File: config.mk
export PLATFORM = sky130hd
export DESIGN_NAME = timer_set
export DESIGN_NICKNAME = d
export VERILOG_FILES = /design/src/pin_edge.v /design/src/tick_divider.v /design/src/timer_set.v
export VERILOG_INCLUDE_DIRS = /design/src
export SDC_FILE = /design/constraint.sdc
export NUM_CORES = 1
export LEC_CHECK = 0
export BUFFER_PORTS_ARGS = -buffer_cell sky130_fd_sc_hd__buf_4
export CAP_MARGIN = 20
export CORE_MARGIN = 2
export CORE_UTILIZATION = 55
export DETAILED_ROUTE_END_ITERATION = 7
export GPL_ROUTABILITY_DRIVEN = 1
export GPL_TIMING_DRIVEN = 1
export PLACE_DENSITY = 0.74
export SYNTH_ARGS = -nofsm -noshare
export SYNTH_HDL_FRONTEND = slang
export SYNTH_SLANG_ARGS = --single-unit
File: constraint.sdc
create_clock -name pclk -period 3.3 [get_ports pclk]
set_input_delay 0.66 -clock pclk [delete_from_list [all_inputs] [get_ports pclk]]
set_output_delay 0.66 -clock pclk [all_outputs]
set_load 0.02 [all_outputs]
File: src/timer_set_consts.vh
// Constants for the three-timer block: register offsets, field positions, reset values, counts.
// Assumes inclusion by bare name from the design files; definitions only.
// Operation
// Timers 0 and 1 in timer mode step once every 12 clocks while running.
// Timers 0 and 1 in counter mode step on a falling edge of their pin.
// Falling-edge detection takes two clocks, so counting is at most half clock rate.
// The source driving a count pin holds each level at least one clock.
// Each of Timers 0 and 1 is readable as a high byte and a low byte.
// Mode 0 counts 13 bits: five low bits of low byte plus high byte.
// Mode 0 leaves the top three bits of the low byte untouched.
// Mode 1 counts a full 16 bits across both bytes.
// Mode 2 is an 8-bit counter reloading itself on overflow.
// Timer 0 in mode 3 splits into an 8-bit timer/counter and an 8-bit timer.
// Timer 1 in mode 3 stops and keeps its count.
// With Timer 0 in mode 3, Timer 1 still counts but sets no flag.
// Timer 2 has four capture registers and one 16-bit compare/reload register.
// Timer 2 input select 01 is timer mode, counting from the clock.
// Timer 2 timer and gated modes step every 12 clocks, or 24 with prescale set.
// Timer 2 input select 10 counts falling edges of its count pin.
// Timer 2 pin is sampled each clock; increment follows the detection cycle.
// Timer 2 input select 11 is gated-timer mode.
// Gated mode counts like timer mode but halts while the pin is low.
// Reload mode 0 loads Timer 2 from compare/reload on overflow.
// Reload mode 1 loads Timer 2 on a falling edge of the reload trigger.
// The reload trigger is the slow clock divided by two, made internally.
// Two-bit mode field: 00 13-bit, 01 16-bit, 10 auto-reload, 11 split/stopped.
// Count source bit: 1 counts pin edges, 0 counts clock ticks.
// Reload field: upper bit 0 off, 10 reload mode 0, 11 reload mode 1.
// Clearing a timer's run bit stops that timer.
// Mode 2 low-byte overflow copies high byte to low byte and sets the flag.
// Everything resets to zero; each timer flags a rollover from its maximum.
`ifndef TIMER_SET_CONSTS_VH
`define TIMER_SET_CONSTS_VH

`define OFS_TIMER_CONTROL 8'h00
`define OFS_TIMER_MODE 8'h04
`define OFS_CNT0_LOW 8'h08
`define OFS_CNT0_HIGH 8'h0C
`define OFS_CNT1_LOW 8'h10
`define OFS_CNT1_HIGH 8'h14
`define OFS_THIRD_CONTROL 8'h18
`define OFS_CNT2_LOW 8'h1C
`define OFS_CNT2_HIGH 8'h20
`define OFS_COMPARE_RELOAD 8'h24
`define OFS_CAPTURE0 8'h28
`define OFS_CAPTURE1 8'h2C
`define OFS_CAPTURE2 8'h30
`define OFS_CAPTURE3 8'h34
`define OFS_THIRD_STATUS 8'h38

`define TC_OVF1 7
`define TC_RUN1 6
`define TC_OVF0 5
`define TC_RUN0 4
`define TM_GATE1 7
`define TM_SRC1 6
`define TM_MODE1_HI 5
`define TM_MODE1_LO 4
`define TM_GATE0 3
`define TM_SRC0 2
`define TM_MODE0_HI 1
`define TM_MODE0_LO 0
`define T2C_PRESCALE 7
`define T2C_RELOAD_HI 4
`define T2C_RELOAD_LO 3
`define T2C_SEL1 1
`define T2C_SEL0 0
`define T2S_OVF 0

`define RESET_BYTE 8'h00
`define RESET_WORD 16'h0000

`define MODE_13BIT 2'b00
`define MODE_16BIT 2'b01
`define MODE_8RELOAD 2'b10
`define MODE_SPLIT 2'b11
`define T2SEL_STOP 2'b00
`define T2SEL_TIMER 2'b01
`define T2SEL_EVENT 2'b10
`define T2SEL_GATED 2'b11
`define RELOAD_ON_OVF 2'b10
`define RELOAD_ON_TRIG 2'b11

`define CLOCKS_PER_TICK 12
`define CLOCKS_PER_SLOW_TICK 24

`endif

File: src/pin_edge.v
// Edge detector for a count or clock pin, two sample stages.
// Assumes the pin is already synchronous to pclk.
`timescale 1ns/1ps
module pin_edge (
  input wire pclk,
  input wire presetn,
  input wire pin,
  output wire level,
  output wire rise,
  output wire fall
);
  reg sample_now;
  reg sample_old;

  always @(posedge pclk or negedge presetn) begin
    if (!presetn) begin
      sample_now <= 1'b0;
      sample_old <= 1'b0;
    end else begin
      sample_now <= pin;
      sample_old <= sample_now;
    end
  end

  // Two samples are needed to see a change, hence half clock rate at most
  assign fall = sample_old & ~sample_now;
  assign rise = ~sample_old & sample_now;
  assign level = sample_now;
endmodule

File: src/tick_divider.v
// Clock divider giving one-cycle enables every FAST and every 2*FAST clocks.
// Assumes a single free-running clock.
`timescale 1ns/1ps
`include "timer_set_consts.vh"
module tick_divider #(
  parameter FAST = `CLOCKS_PER_TICK
) (
  input wire pclk,
  input wire presetn,
  output wire tick_fast,
  output wire tick_slow
);
  reg [4:0] count;
  reg half;

  assign tick_fast = (count == FAST[4:0] - 5'd1);
  // Slow tick is every second fast tick, so it is always twice the period
  assign tick_slow = tick_fast & half;

  always @(posedge pclk or negedge presetn) begin
    if (!presetn) begin
      count <= 5'd0;
      half <= 1'b0;
    end else if (tick_fast) begin
      count <= 5'd0;
      half <= ~half;
    end else begin
      count <= count + 5'd1;
    end
  end
endmodule

File: src/timer_set.v
// Three timer/counters behind an APB slave: Timers 0/1 with four modes, Timer 2 with reload.
// Assumes count, gate and slow-clock pins are synchronous to pclk; one APB master.
//
// The implementer's own choices: the APB slave port and the address map.
`timescale 1ns/1ps
`include "timer_set_consts.vh"
module timer_set (
  input wire pclk,
  input wire presetn,
  input wire psel,
  input wire penable,
  input wire pwrite,
  input wire [7:0] paddr,
  input wire [31:0] pwdata,
  output reg [31:0] prdata,
  output reg pready,
  output reg pslverr,
  input wire timer_zero_input,
  input wire timer_one_input,
  input wire gate_zero_input,
  input wire gate_one_input,
  input wire third_counter_input,
  input wire low_freq_clock
);
  reg [7:0] timer_control_reg;
  reg [7:0] timer_mode_reg;
  reg [7:0] counter0_low_byte;
  reg [7:0] counter0_high_byte;
  reg [7:0] counter1_low_byte;
  reg [7:0] counter1_high_byte;
  reg [7:0] third_timer_control_reg;
  reg [7:0] counter2_low_byte;
  reg [7:0] counter2_high_byte;
  reg [15:0] compare_reload_reg;
  reg [15:0] capture_reg [0:3];
  reg third_overflow_flag;
  reg reload_trigger_input;

  reg [7:0] next_control;
  reg [7:0] next_cnt0_low;
  reg [7:0] next_cnt0_high;
  reg [7:0] next_cnt1_low;
  reg [7:0] next_cnt1_high;
  reg [15:0] next_cnt2;
  reg next_third_ovf;
  reg [16:0] step0;
  reg [16:0] step1;
  reg [8:0] split_low;
  reg [8:0] split_high;
  reg [16:0] cnt2_plus;
  reg [31:0] next_rdata;
  reg next_err;

  wire tick_fast;
  wire tick_slow;
  wire fall_zero;
  wire fall_one;
  wire fall_third;
  wire level_third;
  wire rise_lfclk;
  wire fall_trigger;
  integer k;

  tick_divider #(
    .FAST(`CLOCKS_PER_TICK)
  ) u_div (
    .pclk(pclk),
    .presetn(presetn),
    .tick_fast(tick_fast),
    .tick_slow(tick_slow)
  );

  pin_edge u_edge_zero (
    .pclk(pclk),
    .presetn(presetn),
    .pin(timer_zero_input),
    .level(),
    .rise(),
    .fall(fall_zero)
  );

  pin_edge u_edge_one (
    .pclk(pclk),
    .presetn(presetn),
    .pin(timer_one_input),
    .level(),
    .rise(),
    .fall(fall_one)
  );

  pin_edge u_edge_third (
    .pclk(pclk),
    .presetn(presetn),
    .pin(third_counter_input),
    .level(level_third),
    .rise(),
    .fall(fall_third)
  );

  pin_edge u_edge_lfclk (
    .pclk(pclk),
    .presetn(presetn),
    .pin(low_freq_clock),
    .level(),
    .rise(rise_lfclk),
    .fall()
  );

  pin_edge u_edge_trigger (
    .pclk(pclk),
    .presetn(presetn),
    .pin(reload_trigger_input),
    .level(),
    .rise(),
    .fall(fall_trigger)
  );

  // One count step of Timer 0 or 1 in the given mode: {overflow, high, low}
  function [16:0] step;
    input [1:0] mode;
    input [7:0] lo;
    input [7:0] hi;
    reg [13:0] c13;
    reg [16:0] c16;
    reg [8:0] c8;
    begin
      c13 = {1'b0, hi, lo[4:0]} + 14'h0001;
      c16 = {1'b0, hi, lo} + 17'h00001;
      c8 = {1'b0, lo} + 9'h001;
      case (mode)
        `MODE_13BIT: step = {c13[13], c13[12:5], lo[7:5], c13[4:0]};
        `MODE_16BIT: step = c16;
        `MODE_8RELOAD: step = c8[8] ? {1'b1, hi, hi} : {1'b0, hi, c8[7:0]};
        default: step = {1'b0, hi, lo};
      endcase
    end
  endfunction

  // Plain byte increment with carry, shared by both halves of a split Timer 0
  function [8:0] bump8;
    input [7:0] v;
    begin
      bump8 = {1'b0, v} + 9'h001;
    end
  endfunction

  // Mode fields pick 13-bit, 16-bit, auto-reload, or split/stopped per timer
  wire [1:0] mode0 = timer_mode_reg[`TM_MODE0_HI:`TM_MODE0_LO];
  wire [1:0] mode1 = timer_mode_reg[`TM_MODE1_HI:`TM_MODE1_LO];
  // Run bit stops the timer; gate bit also needs the gate pin high
  wire run0 = timer_control_reg[`TC_RUN0] &
              (~timer_mode_reg[`TM_GATE0] | gate_zero_input);
  wire run1 = timer_control_reg[`TC_RUN1] &
              (~timer_mode_reg[`TM_GATE1] | gate_one_input);
  wire inc0 = run0 & (timer_mode_reg[`TM_SRC0] ? fall_zero : tick_fast);
  wire inc1 = run1 & (timer_mode_reg[`TM_SRC1] ? fall_one : tick_fast);
  // Upper half of a split Timer 0 borrows Timer 1's run bit, clock ticks only
  wire inc0_high = timer_control_reg[`TC_RUN1] & tick_fast;

  wire [1:0] t2sel = third_timer_control_reg[`T2C_SEL1:`T2C_SEL0];
  wire [1:0] t2reload = third_timer_control_reg[`T2C_RELOAD_HI:`T2C_RELOAD_LO];
  wire t2tick = third_timer_control_reg[`T2C_PRESCALE] ? tick_slow : tick_fast;
  reg inc2;

  // Stopped, clock ticks, pin edges, or clock ticks gated by the pin
  always @* begin
    case (t2sel)
      `T2SEL_TIMER: inc2 = t2tick;
      `T2SEL_EVENT: inc2 = fall_third;
      `T2SEL_GATED: inc2 = t2tick & level_third;
      default: inc2 = 1'b0;
    endcase
  end

  // Writes land on the access edge, where the master sees pready high
  wire apb_write = psel & penable & pready & pwrite;
  wire [15:0] cnt2 = {counter2_high_byte, counter2_low_byte};

  // Counting first; a counter-byte write in the same cycle overrides that byte
  always @* begin
    next_control = timer_control_reg;
    next_cnt0_low = counter0_low_byte;
    next_cnt0_high = counter0_high_byte;
    next_cnt1_low = counter1_low_byte;
    next_cnt1_high = counter1_high_byte;
    next_cnt2 = cnt2;
    next_third_ovf = third_overflow_flag;
    step0 = step(mode0, counter0_low_byte, counter0_high_byte);
    step1 = step(mode1, counter1_low_byte, counter1_high_byte);
    split_low = bump8(counter0_low_byte);
    split_high = bump8(counter0_high_byte);
    cnt2_plus = {1'b0, cnt2} + 17'h00001;
    if (apb_write && paddr == `OFS_TIMER_CONTROL) begin
      next_control = pwdata[7:0];
    end
    // Clear first, so a hardware set further down wins in the same cycle
    if (apb_write && paddr == `OFS_THIRD_STATUS && pwdata[`T2S_OVF]) begin
      next_third_ovf = 1'b0;
    end
    if (mode0 == `MODE_SPLIT) begin
      if (inc0) begin
        next_cnt0_low = split_low[7:0];
        if (split_low[8]) begin
          next_control[`TC_OVF0] = 1'b1;
        end
      end
      if (inc0_high) begin
        next_cnt0_high = split_high[7:0];
        if (split_high[8]) begin
          next_control[`TC_OVF1] = 1'b1;
        end
      end
    end else if (inc0) begin
      next_cnt0_high = step0[15:8];
      next_cnt0_low = step0[7:0];
      if (step0[16]) begin
        next_control[`TC_OVF0] = 1'b1;
      end
    end
    if (inc1 && mode1 != `MODE_SPLIT) begin
      next_cnt1_high = step1[15:8];
      next_cnt1_low = step1[7:0];
      // Flag belongs to split Timer 0 while it is in mode 3
      if (step1[16] && mode0 != `MODE_SPLIT) begin
        next_control[`TC_OVF1] = 1'b1;
      end
    end
    // A trigger reload beats an increment landing in the same cycle
    if (t2reload == `RELOAD_ON_TRIG && fall_trigger) begin
      next_cnt2 = compare_reload_reg;
    end else if (inc2) begin
      if (cnt2_plus[16]) begin
        next_third_ovf = 1'b1;
        next_cnt2 = (t2reload == `RELOAD_ON_OVF) ? compare_reload_reg : 16'h0000;
      end else begin
        next_cnt2 = cnt2_plus[15:0];
      end
    end
    if (apb_write) begin
      case (paddr)
        `OFS_CNT0_LOW: next_cnt0_low = pwdata[7:0];
        `OFS_CNT0_HIGH: next_cnt0_high = pwdata[7:0];
        `OFS_CNT1_LOW: next_cnt1_low = pwdata[7:0];
        `OFS_CNT1_HIGH: next_cnt1_high = pwdata[7:0];
        `OFS_CNT2_LOW: next_cnt2[7:0] = pwdata[7:0];
        `OFS_CNT2_HIGH: next_cnt2[15:8] = pwdata[7:0];
        default: next_cnt2 = next_cnt2;
      endcase
    end
  end

  // Mode, Timer 2 control and compare registers change only by an APB write
  always @(posedge pclk or negedge presetn) begin
    if (!presetn) begin
      timer_control_reg <= `RESET_BYTE;
      timer_mode_reg <= `RESET_BYTE;
      counter0_low_byte <= `RESET_BYTE;
      counter0_high_byte <= `RESET_BYTE;
      counter1_low_byte <= `RESET_BYTE;
      counter1_high_byte <= `RESET_BYTE;
      third_timer_control_reg <= `RESET_BYTE;
      counter2_low_byte <= `RESET_BYTE;
      counter2_high_byte <= `RESET_BYTE;
      compare_reload_reg <= `RESET_WORD;
      third_overflow_flag <= 1'b0;
      for (k = 0; k < 4; k = k + 1) begin
        capture_reg[k] <= `RESET_WORD;
      end
    end else begin
      timer_control_reg <= next_control;
      counter0_low_byte <= next_cnt0_low;
      counter0_high_byte <= next_cnt0_high;
      counter1_low_byte <= next_cnt1_low;
      counter1_high_byte <= next_cnt1_high;
      counter2_low_byte <= next_cnt2[7:0];
      counter2_high_byte <= next_cnt2[15:8];
      third_overflow_flag <= next_third_ovf;
      if (apb_write) begin
        case (paddr)
          `OFS_TIMER_MODE: timer_mode_reg <= pwdata[7:0];
          `OFS_THIRD_CONTROL: third_timer_control_reg <= pwdata[7:0];
          `OFS_COMPARE_RELOAD: compare_reload_reg <= pwdata[15:0];
          // A write to a capture slot snapshots the live count without stopping it
          `OFS_CAPTURE0: capture_reg[0] <= cnt2;
          `OFS_CAPTURE1: capture_reg[1] <= cnt2;
          `OFS_CAPTURE2: capture_reg[2] <= cnt2;
          `OFS_CAPTURE3: capture_reg[3] <= cnt2;
          default: timer_mode_reg <= timer_mode_reg;
        endcase
      end
    end
  end

  // Reload trigger toggles on each slow-clock rise, giving half its rate
  always @(posedge pclk or negedge presetn) begin
    if (!presetn) begin
      reload_trigger_input <= 1'b0;
    end else if (rise_lfclk) begin
      reload_trigger_input <= ~reload_trigger_input;
    end
  end

  // Unmapped offsets read as zero and answer with an error
  always @* begin
    next_rdata = 32'h00000000;
    next_err = 1'b0;
    case (paddr)
      `OFS_TIMER_CONTROL: next_rdata[7:0] = timer_control_reg;
      `OFS_TIMER_MODE: next_rdata[7:0] = timer_mode_reg;
      `OFS_CNT0_LOW: next_rdata[7:0] = counter0_low_byte;
      `OFS_CNT0_HIGH: next_rdata[7:0] = counter0_high_byte;
      `OFS_CNT1_LOW: next_rdata[7:0] = counter1_low_byte;
      `OFS_CNT1_HIGH: next_rdata[7:0] = counter1_high_byte;
      `OFS_THIRD_CONTROL: next_rdata[7:0] = third_timer_control_reg;
      `OFS_CNT2_LOW: next_rdata[7:0] = counter2_low_byte;
      `OFS_CNT2_HIGH: next_rdata[7:0] = counter2_high_byte;
      `OFS_COMPARE_RELOAD: next_rdata[15:0] = compare_reload_reg;
      `OFS_CAPTURE0: next_rdata[15:0] = capture_reg[0];
      `OFS_CAPTURE1: next_rdata[15:0] = capture_reg[1];
      `OFS_CAPTURE2: next_rdata[15:0] = capture_reg[2];
      `OFS_CAPTURE3: next_rdata[15:0] = capture_reg[3];
      `OFS_THIRD_STATUS: next_rdata[`T2S_OVF] = third_overflow_flag;
      default: next_err = 1'b1;
    endcase
  end

  // No wait state: read data is captured at the end of the setup cycle, so the answer
  // comes from flops while pready is high in the first access cycle
  always @(posedge pclk or negedge presetn) begin
    if (!presetn) begin
      prdata <= 32'h00000000;
      pready <= 1'b0;
      pslverr <= 1'b0;
    end else begin
      pready <= psel & ~penable;
      if (psel && !penable) begin
        prdata <= pwrite ? 32'h00000000 : next_rdata;
        pslverr <= next_err;
      end else begin
        pslverr <= 1'b0;
      end
    end
  end
endmodule

# Word level (Yosys, flattened, before mapping)
# Cells that the tools add are included.
# word_totals
regBits	204
out_inout_bits	34
elab_cells	168
# classes
addsub	9
n_eq_ne	27
mux	53
bitwise_logic	28
n_reduce_logical	19
# ops
op	n
$mux 8	19
$pmux 17 s3	2
$pmux 7 s14	1
$mux 16	6
$eq 8x6->1 const B	7
$add 16x1->17 const B	3
$pmux 8 s5	1
$mux 17	2
$eq 8x5->1 const B	4
$add 13x1->14 const B	2
$add 8x1->9 const B	3
$mux 1	19
$and 1x1->1	16
$eq 8x4->1 const B	2
$pmux 1 s15	1
$reduce_or 15->1	1
$eq 2x2->1 const B	7
$reduce_and 2->1	7
$not 1->1	10
$eq 8x3->1 const B	1
$logic_not 8->1	1
$logic_and 1x1->1	7
$eq 2x1->1 const B	3
$add 5x1->5 const B	1
other kinds (7)	10

# Logic depth before layout (Yosys ltp)
# depth
depth_word	10
ltp_mapped	10

# Cells and area by module
# From an unflattened synthesis, not the netlist that was laid out.
# unflattened
hier_cells	1126
area_unflattened_um2	11014.3
# by_module_without_submodules
mod	n_inst	cells_each	area_per_inst_um2	seq_area_each_um2
timer_set	1	1085	10417.5	4304.1
pin_edge	5	4	65.1	50.0
tick_divider	1	21	271.5	150.1

# Worst setup path before layout
# Ideal clock, no wire load.
# synth_path
path_kind	input to register
from	input paddr[1]
to	register compare_reload_reg[10]
arrival_time_ns	2.305
slack_ns	0.870
path_stages	6
path_buffers	3
cell_sequence	buf_2 -> or4b_1 -> buf_2 -> nor3_4 -> buf_4 -> mux2_2
# synth_via
elab_chain_len	2
# synth_rtl
element	line	rtl
start, declared	timer_set.v:13	input wire [7:0] paddr,
$eq 8x6->1	timer_set.v:279	case (paddr)
$reduce_and 2->1 (no source line)	n/a	
end signal, assigned	timer_set.v:264	compare_reload_reg <= `RESET_WORD;
end signal, assigned	timer_set.v:282	`OFS_COMPARE_RELOAD: compare_reload_reg <= pwdata[15:0];
end, declared	timer_set.v:34	reg [15:0] compare_reload_reg;
# Every way passes these cells.
# A chain may end at the register's enable or synchronous reset.

# Worst setup path after layout
# layout_path
from	register counter2_low_byte[0]
to	register counter2_high_byte[1]
# layout_via
elab_chain_len	6
# layout_rtl
element	line	rtl
start, declared	timer_set.v:32	reg [7:0] counter2_low_byte;
start signal, assigned	timer_set.v:262	counter2_low_byte <= `RESET_BYTE;
start signal, assigned	timer_set.v:275	counter2_low_byte <= next_cnt2[7:0];
$add 16x1->17 *	timer_set.v:192	cnt2_plus = {1'b0, cnt2} + 17'h00001;
$mux 16 *	timer_set.v:232	if (cnt2_plus[16]) begin
$mux 16 *	timer_set.v:231	end else if (inc2) begin
$mux 16 *	timer_set.v:229	if (t2reload == `RELOAD_ON_TRIG && fall_trigger) begin
$mux 8	timer_set.v:240	case (paddr)
$mux 16 *	timer_set.v:239	if (apb_write) begin
net next_cnt2[9]	timer_set.v:44	reg [15:0] next_cnt2;
end signal, assigned	timer_set.v:263	counter2_high_byte <= `RESET_BYTE;
end signal, assigned	timer_set.v:276	counter2_high_byte <= next_cnt2[15:8];
end, declared	timer_set.v:33	reg [7:0] counter2_high_byte;
# The timed path passes the listed nets; every way through them passes the cells marked *.

==> results.sh <==
export IMPL_drc=0
export IMPL_path_clk_slew_ns=0.08
export IMPL_synth_cells=1102
export IMPL_io_pins=85
export IMPL_clk_path_buf_depth=2
export IMPL_timing_setup_tns_ns=0
export IMPL_switching_share_pct=25.6
export IMPL_p_switching_mw=1.20
export IMPL_diodes=0
export IMPL_first_global_vias=8622
export IMPL_synth_main_ff_cell="dfrtp_1"
export IMPL_holdCritPathClass="in -> async"
export IMPL_clockRootBuffer="clkbuf_16"
export IMPL_pwr_share_clk_pct=43.6
export IMPL_die_h_um=144
export IMPL_fillCellCount=1622
export IMPL_worstPathMaxFanout=10
export IMPL_start_kind="flip-flop"
export IMPL_cts_buffers_inserted=17
export IMPL_cts_htree_levels=4
export IMPL_grt_util_all_layers_pct=31.7
export IMPL_portBuffers=52
export IMPL_rsz0062_at_grt="false"
export IMPL_worst_clock_skew_ns=0.0117
export IMPL_r2r_end="counter2_high_byte[1]"
export IMPL_tightest_slew_ns=0.847
export IMPL_synth_area_per_cell_sq_um=9.82
export IMPL_initial_core_util_pct=55.8
export IMPL_nets=1183
export IMPL_coreArea_sq_um=19400
export IMPL_pre_cts_slack_ns=0.498
export IMPL_ant_nets=0
export IMPL_drv_slew=0
export IMPL_cp_data_arrival_time_ns=2.94
export IMPL_p_int_mw=3.49
export IMPL_num_vias=9430
export IMPL_synthesis_area_sq_um=10800
export IMPL_crit_required_ns=3.64
export IMPL_status="complete, no violations"
export IMPL_area_delta_synth_final_pct=11.0
export IMPL_synth_edf_count=0
export IMPL_peakVddDrop_v=0.000348
export IMPL_die_w_um=144
export IMPL_wl_per_cell_um=23.0
export IMPL_r2r_slack_ns=0.70
export IMPL_grt_pass1_wl_mm=49.8
export IMPL_min_period_ns=2.60
export IMPL_vias_per_cell=6.71
export IMPL_yosys_warnings=0
export IMPL_r2r_start="counter2_low_byte[0]"
export IMPL_critPathKind="reg -> reg"
export IMPL_rows=51
export IMPL_gp_congestion=1.00
export IMPL_p_leak_nw=5.35
export IMPL_ys_top_cells_by_area="dfrtp_1, mux2_2, o21ai_0"
export IMPL_seq_area_frac_synth_pct=43.5
export IMPL_wl_mm=32.3
export IMPL_largest_reg_flops=64
export IMPL_fmax_ghz=0.384
export IMPL_initialDrtViolationCount=1436
export IMPL_synth_seq_cells=188
export IMPL_die_area_sq_um=20800
export IMPL_drive_gt1_share_pct=22.7
export IMPL_async_flop_share_pct=100
export IMPL_cts_resized=0
export IMPL_end_kind="flip-flop"
export IMPL_sequentialPowerShare_pct=50.4
export IMPL_first_pass_iters=7
export IMPL_p_per_area_nw_per_um2=390
export IMPL_synth_top_area_share_pct=43.5
export IMPL_dp_hpwl_mm=22.9
export IMPL_clock_sinks=188
export IMPL_drv_cap=0
export IMPL_layout_setup_ws_ns=0.695
export IMPL_cts_tree="done"
export IMPL_period_share_pct=78.9
export IMPL_grt_overflow_total=0
export IMPL_antenna_found_initial=0
export IMPL_postCtsHoldBufs=0
export IMPL_grt_max_degree=79
export IMPL_combPwrFrac_pct=5.9
export IMPL_finalSetupViolCount=0
export IMPL_clock_latency_ns=0.44
export IMPL_synth_distinct_cells=84
export IMPL_final_hold_viol_count=0
export IMPL_yosysTopAreaCell="dfrtp_1"
export IMPL_worst_r2r_path_depth=7
export IMPL_cts_setup_buffers=0
export IMPL_relSlewSlack_pct=43.3
==> stage by stage <==
step	instances	power, mW	instance area (sq um)	utilization (%)	hold slack, ns
after floorplan	1117	2.54	10900	-	0.354
after CTS	1405	4.70	12000	61.9	0.274
final	1405	4.69	12000	61.9	0.231
after global routing	1405	4.83	12000	61.9	0.300
after detailed placement	1373	2.68	11400	59.0	0.371
after global placement	1373	2.68	11400	59.0	0.361
==> critical path, cell delays in order, from the launching register on <==
cell       delay (ns)
dfrtp_1          0.61
ha_1             0.30
nand3_1          0.18
nor3_2           0.37
and3_1           0.47
a2111oi_0        0.16
or3_1            0.33
o211ai_1         0.10
==> routing by layer <==
layer,part of all wire [%],track usage [%],vias up
met5,0,0,-
met4,2.7,9.56,0
met3,11,8.15,73
met1,43,47.1,4599
met2,43,45.4,577
li1,-,-,4181
==> cell families after synthesis <==
kind of cell / Yosys count / synth area share, %
simple gates: 361 / 17.5
flops: 188 / 43.5
mux: 135 / 14.1
fa+ha+maj: 5 / 0.578
other cells: 1 / 0.0346
buf+inv: 114 / 5.03
xor+xnor: 15 / 1.21
compound gates: 283 / 18.1
==> worst max path at each step <==
| stage | from | endpoint | depth (start not counted) | slack [ns] |
|---|---|---|---|---|
| after floorplan | paddr[1] | compare_reload_reg[10] | 6 | 0.87 |
| after global placement | paddr[5] | capture_reg[37] | 5 | 0.51 |
| after detailed placement | paddr[5] | capture_reg[45] | 5 | 0.50 |
| after CTS | counter2_low_byte[0] | counter2_high_byte[1] | 7 | 0.76 |
| after global routing | counter2_low_byte[0] | counter2_high_byte[1] | 7 | 0.52 |
| final | counter2_low_byte[0] | counter2_high_byte[1] | 7 | 0.70 |
==> layout make-up <==
class / instances / area [sq um] / area share, %
multi-input combinational: 815 / 5630 / 46.9
sequential: 188 / 4700 / 39.2
timing repair buffer: 92 / 722 / 6.01
clock buffer: 17 / 425 / 3.54
tap: 265 / 332 / 2.76
clock inverter: 15 / 150 / 1.25
inverter: 13 / 48.8 / 0.406
==> synth_stat cells, types with 12 or more instances <==
cell and instances:
nand4_1 18, a31oi_1 23, buf_4 17, and3_1 17, o21ai_0 61, nor2_1 79, mux2_2 111, buf_2 24
inv_1 12, dfrtp_1 188, nor3_1 34, nand3_1 52, a22oi_1 18, nand2_1 78, a22o_1 13, clkbuf_1 50
a21oi_1 51, mux2i_1 21
==> power by group through the flow <==
stage	Sequential, mW	Combinational [mW]	Clock [mW]
floorplan	2.40	0.146	0
global placement	2.41	0.274	0
detailed placement	2.41	0.275	0
CTS	2.36	0.276	2.06
global route	2.37	0.302	2.16
finish	2.36	0.279	2.05
==> cell usage in the layout, fill, tap and decap left out, types with 18 or more instances in the layout <==
cell	count
dfrtp_1	188
mux2_2	111
buf_4	89
nor2_1	79
nand2_1	78
o21ai_0	61
nand3_1	52
a21oi_1	51
nor3_1	34
a31oi_1	23
mux2i_1	21
nand4_1	18
a22oi_1	18
(Power assumes the default switching activity.)
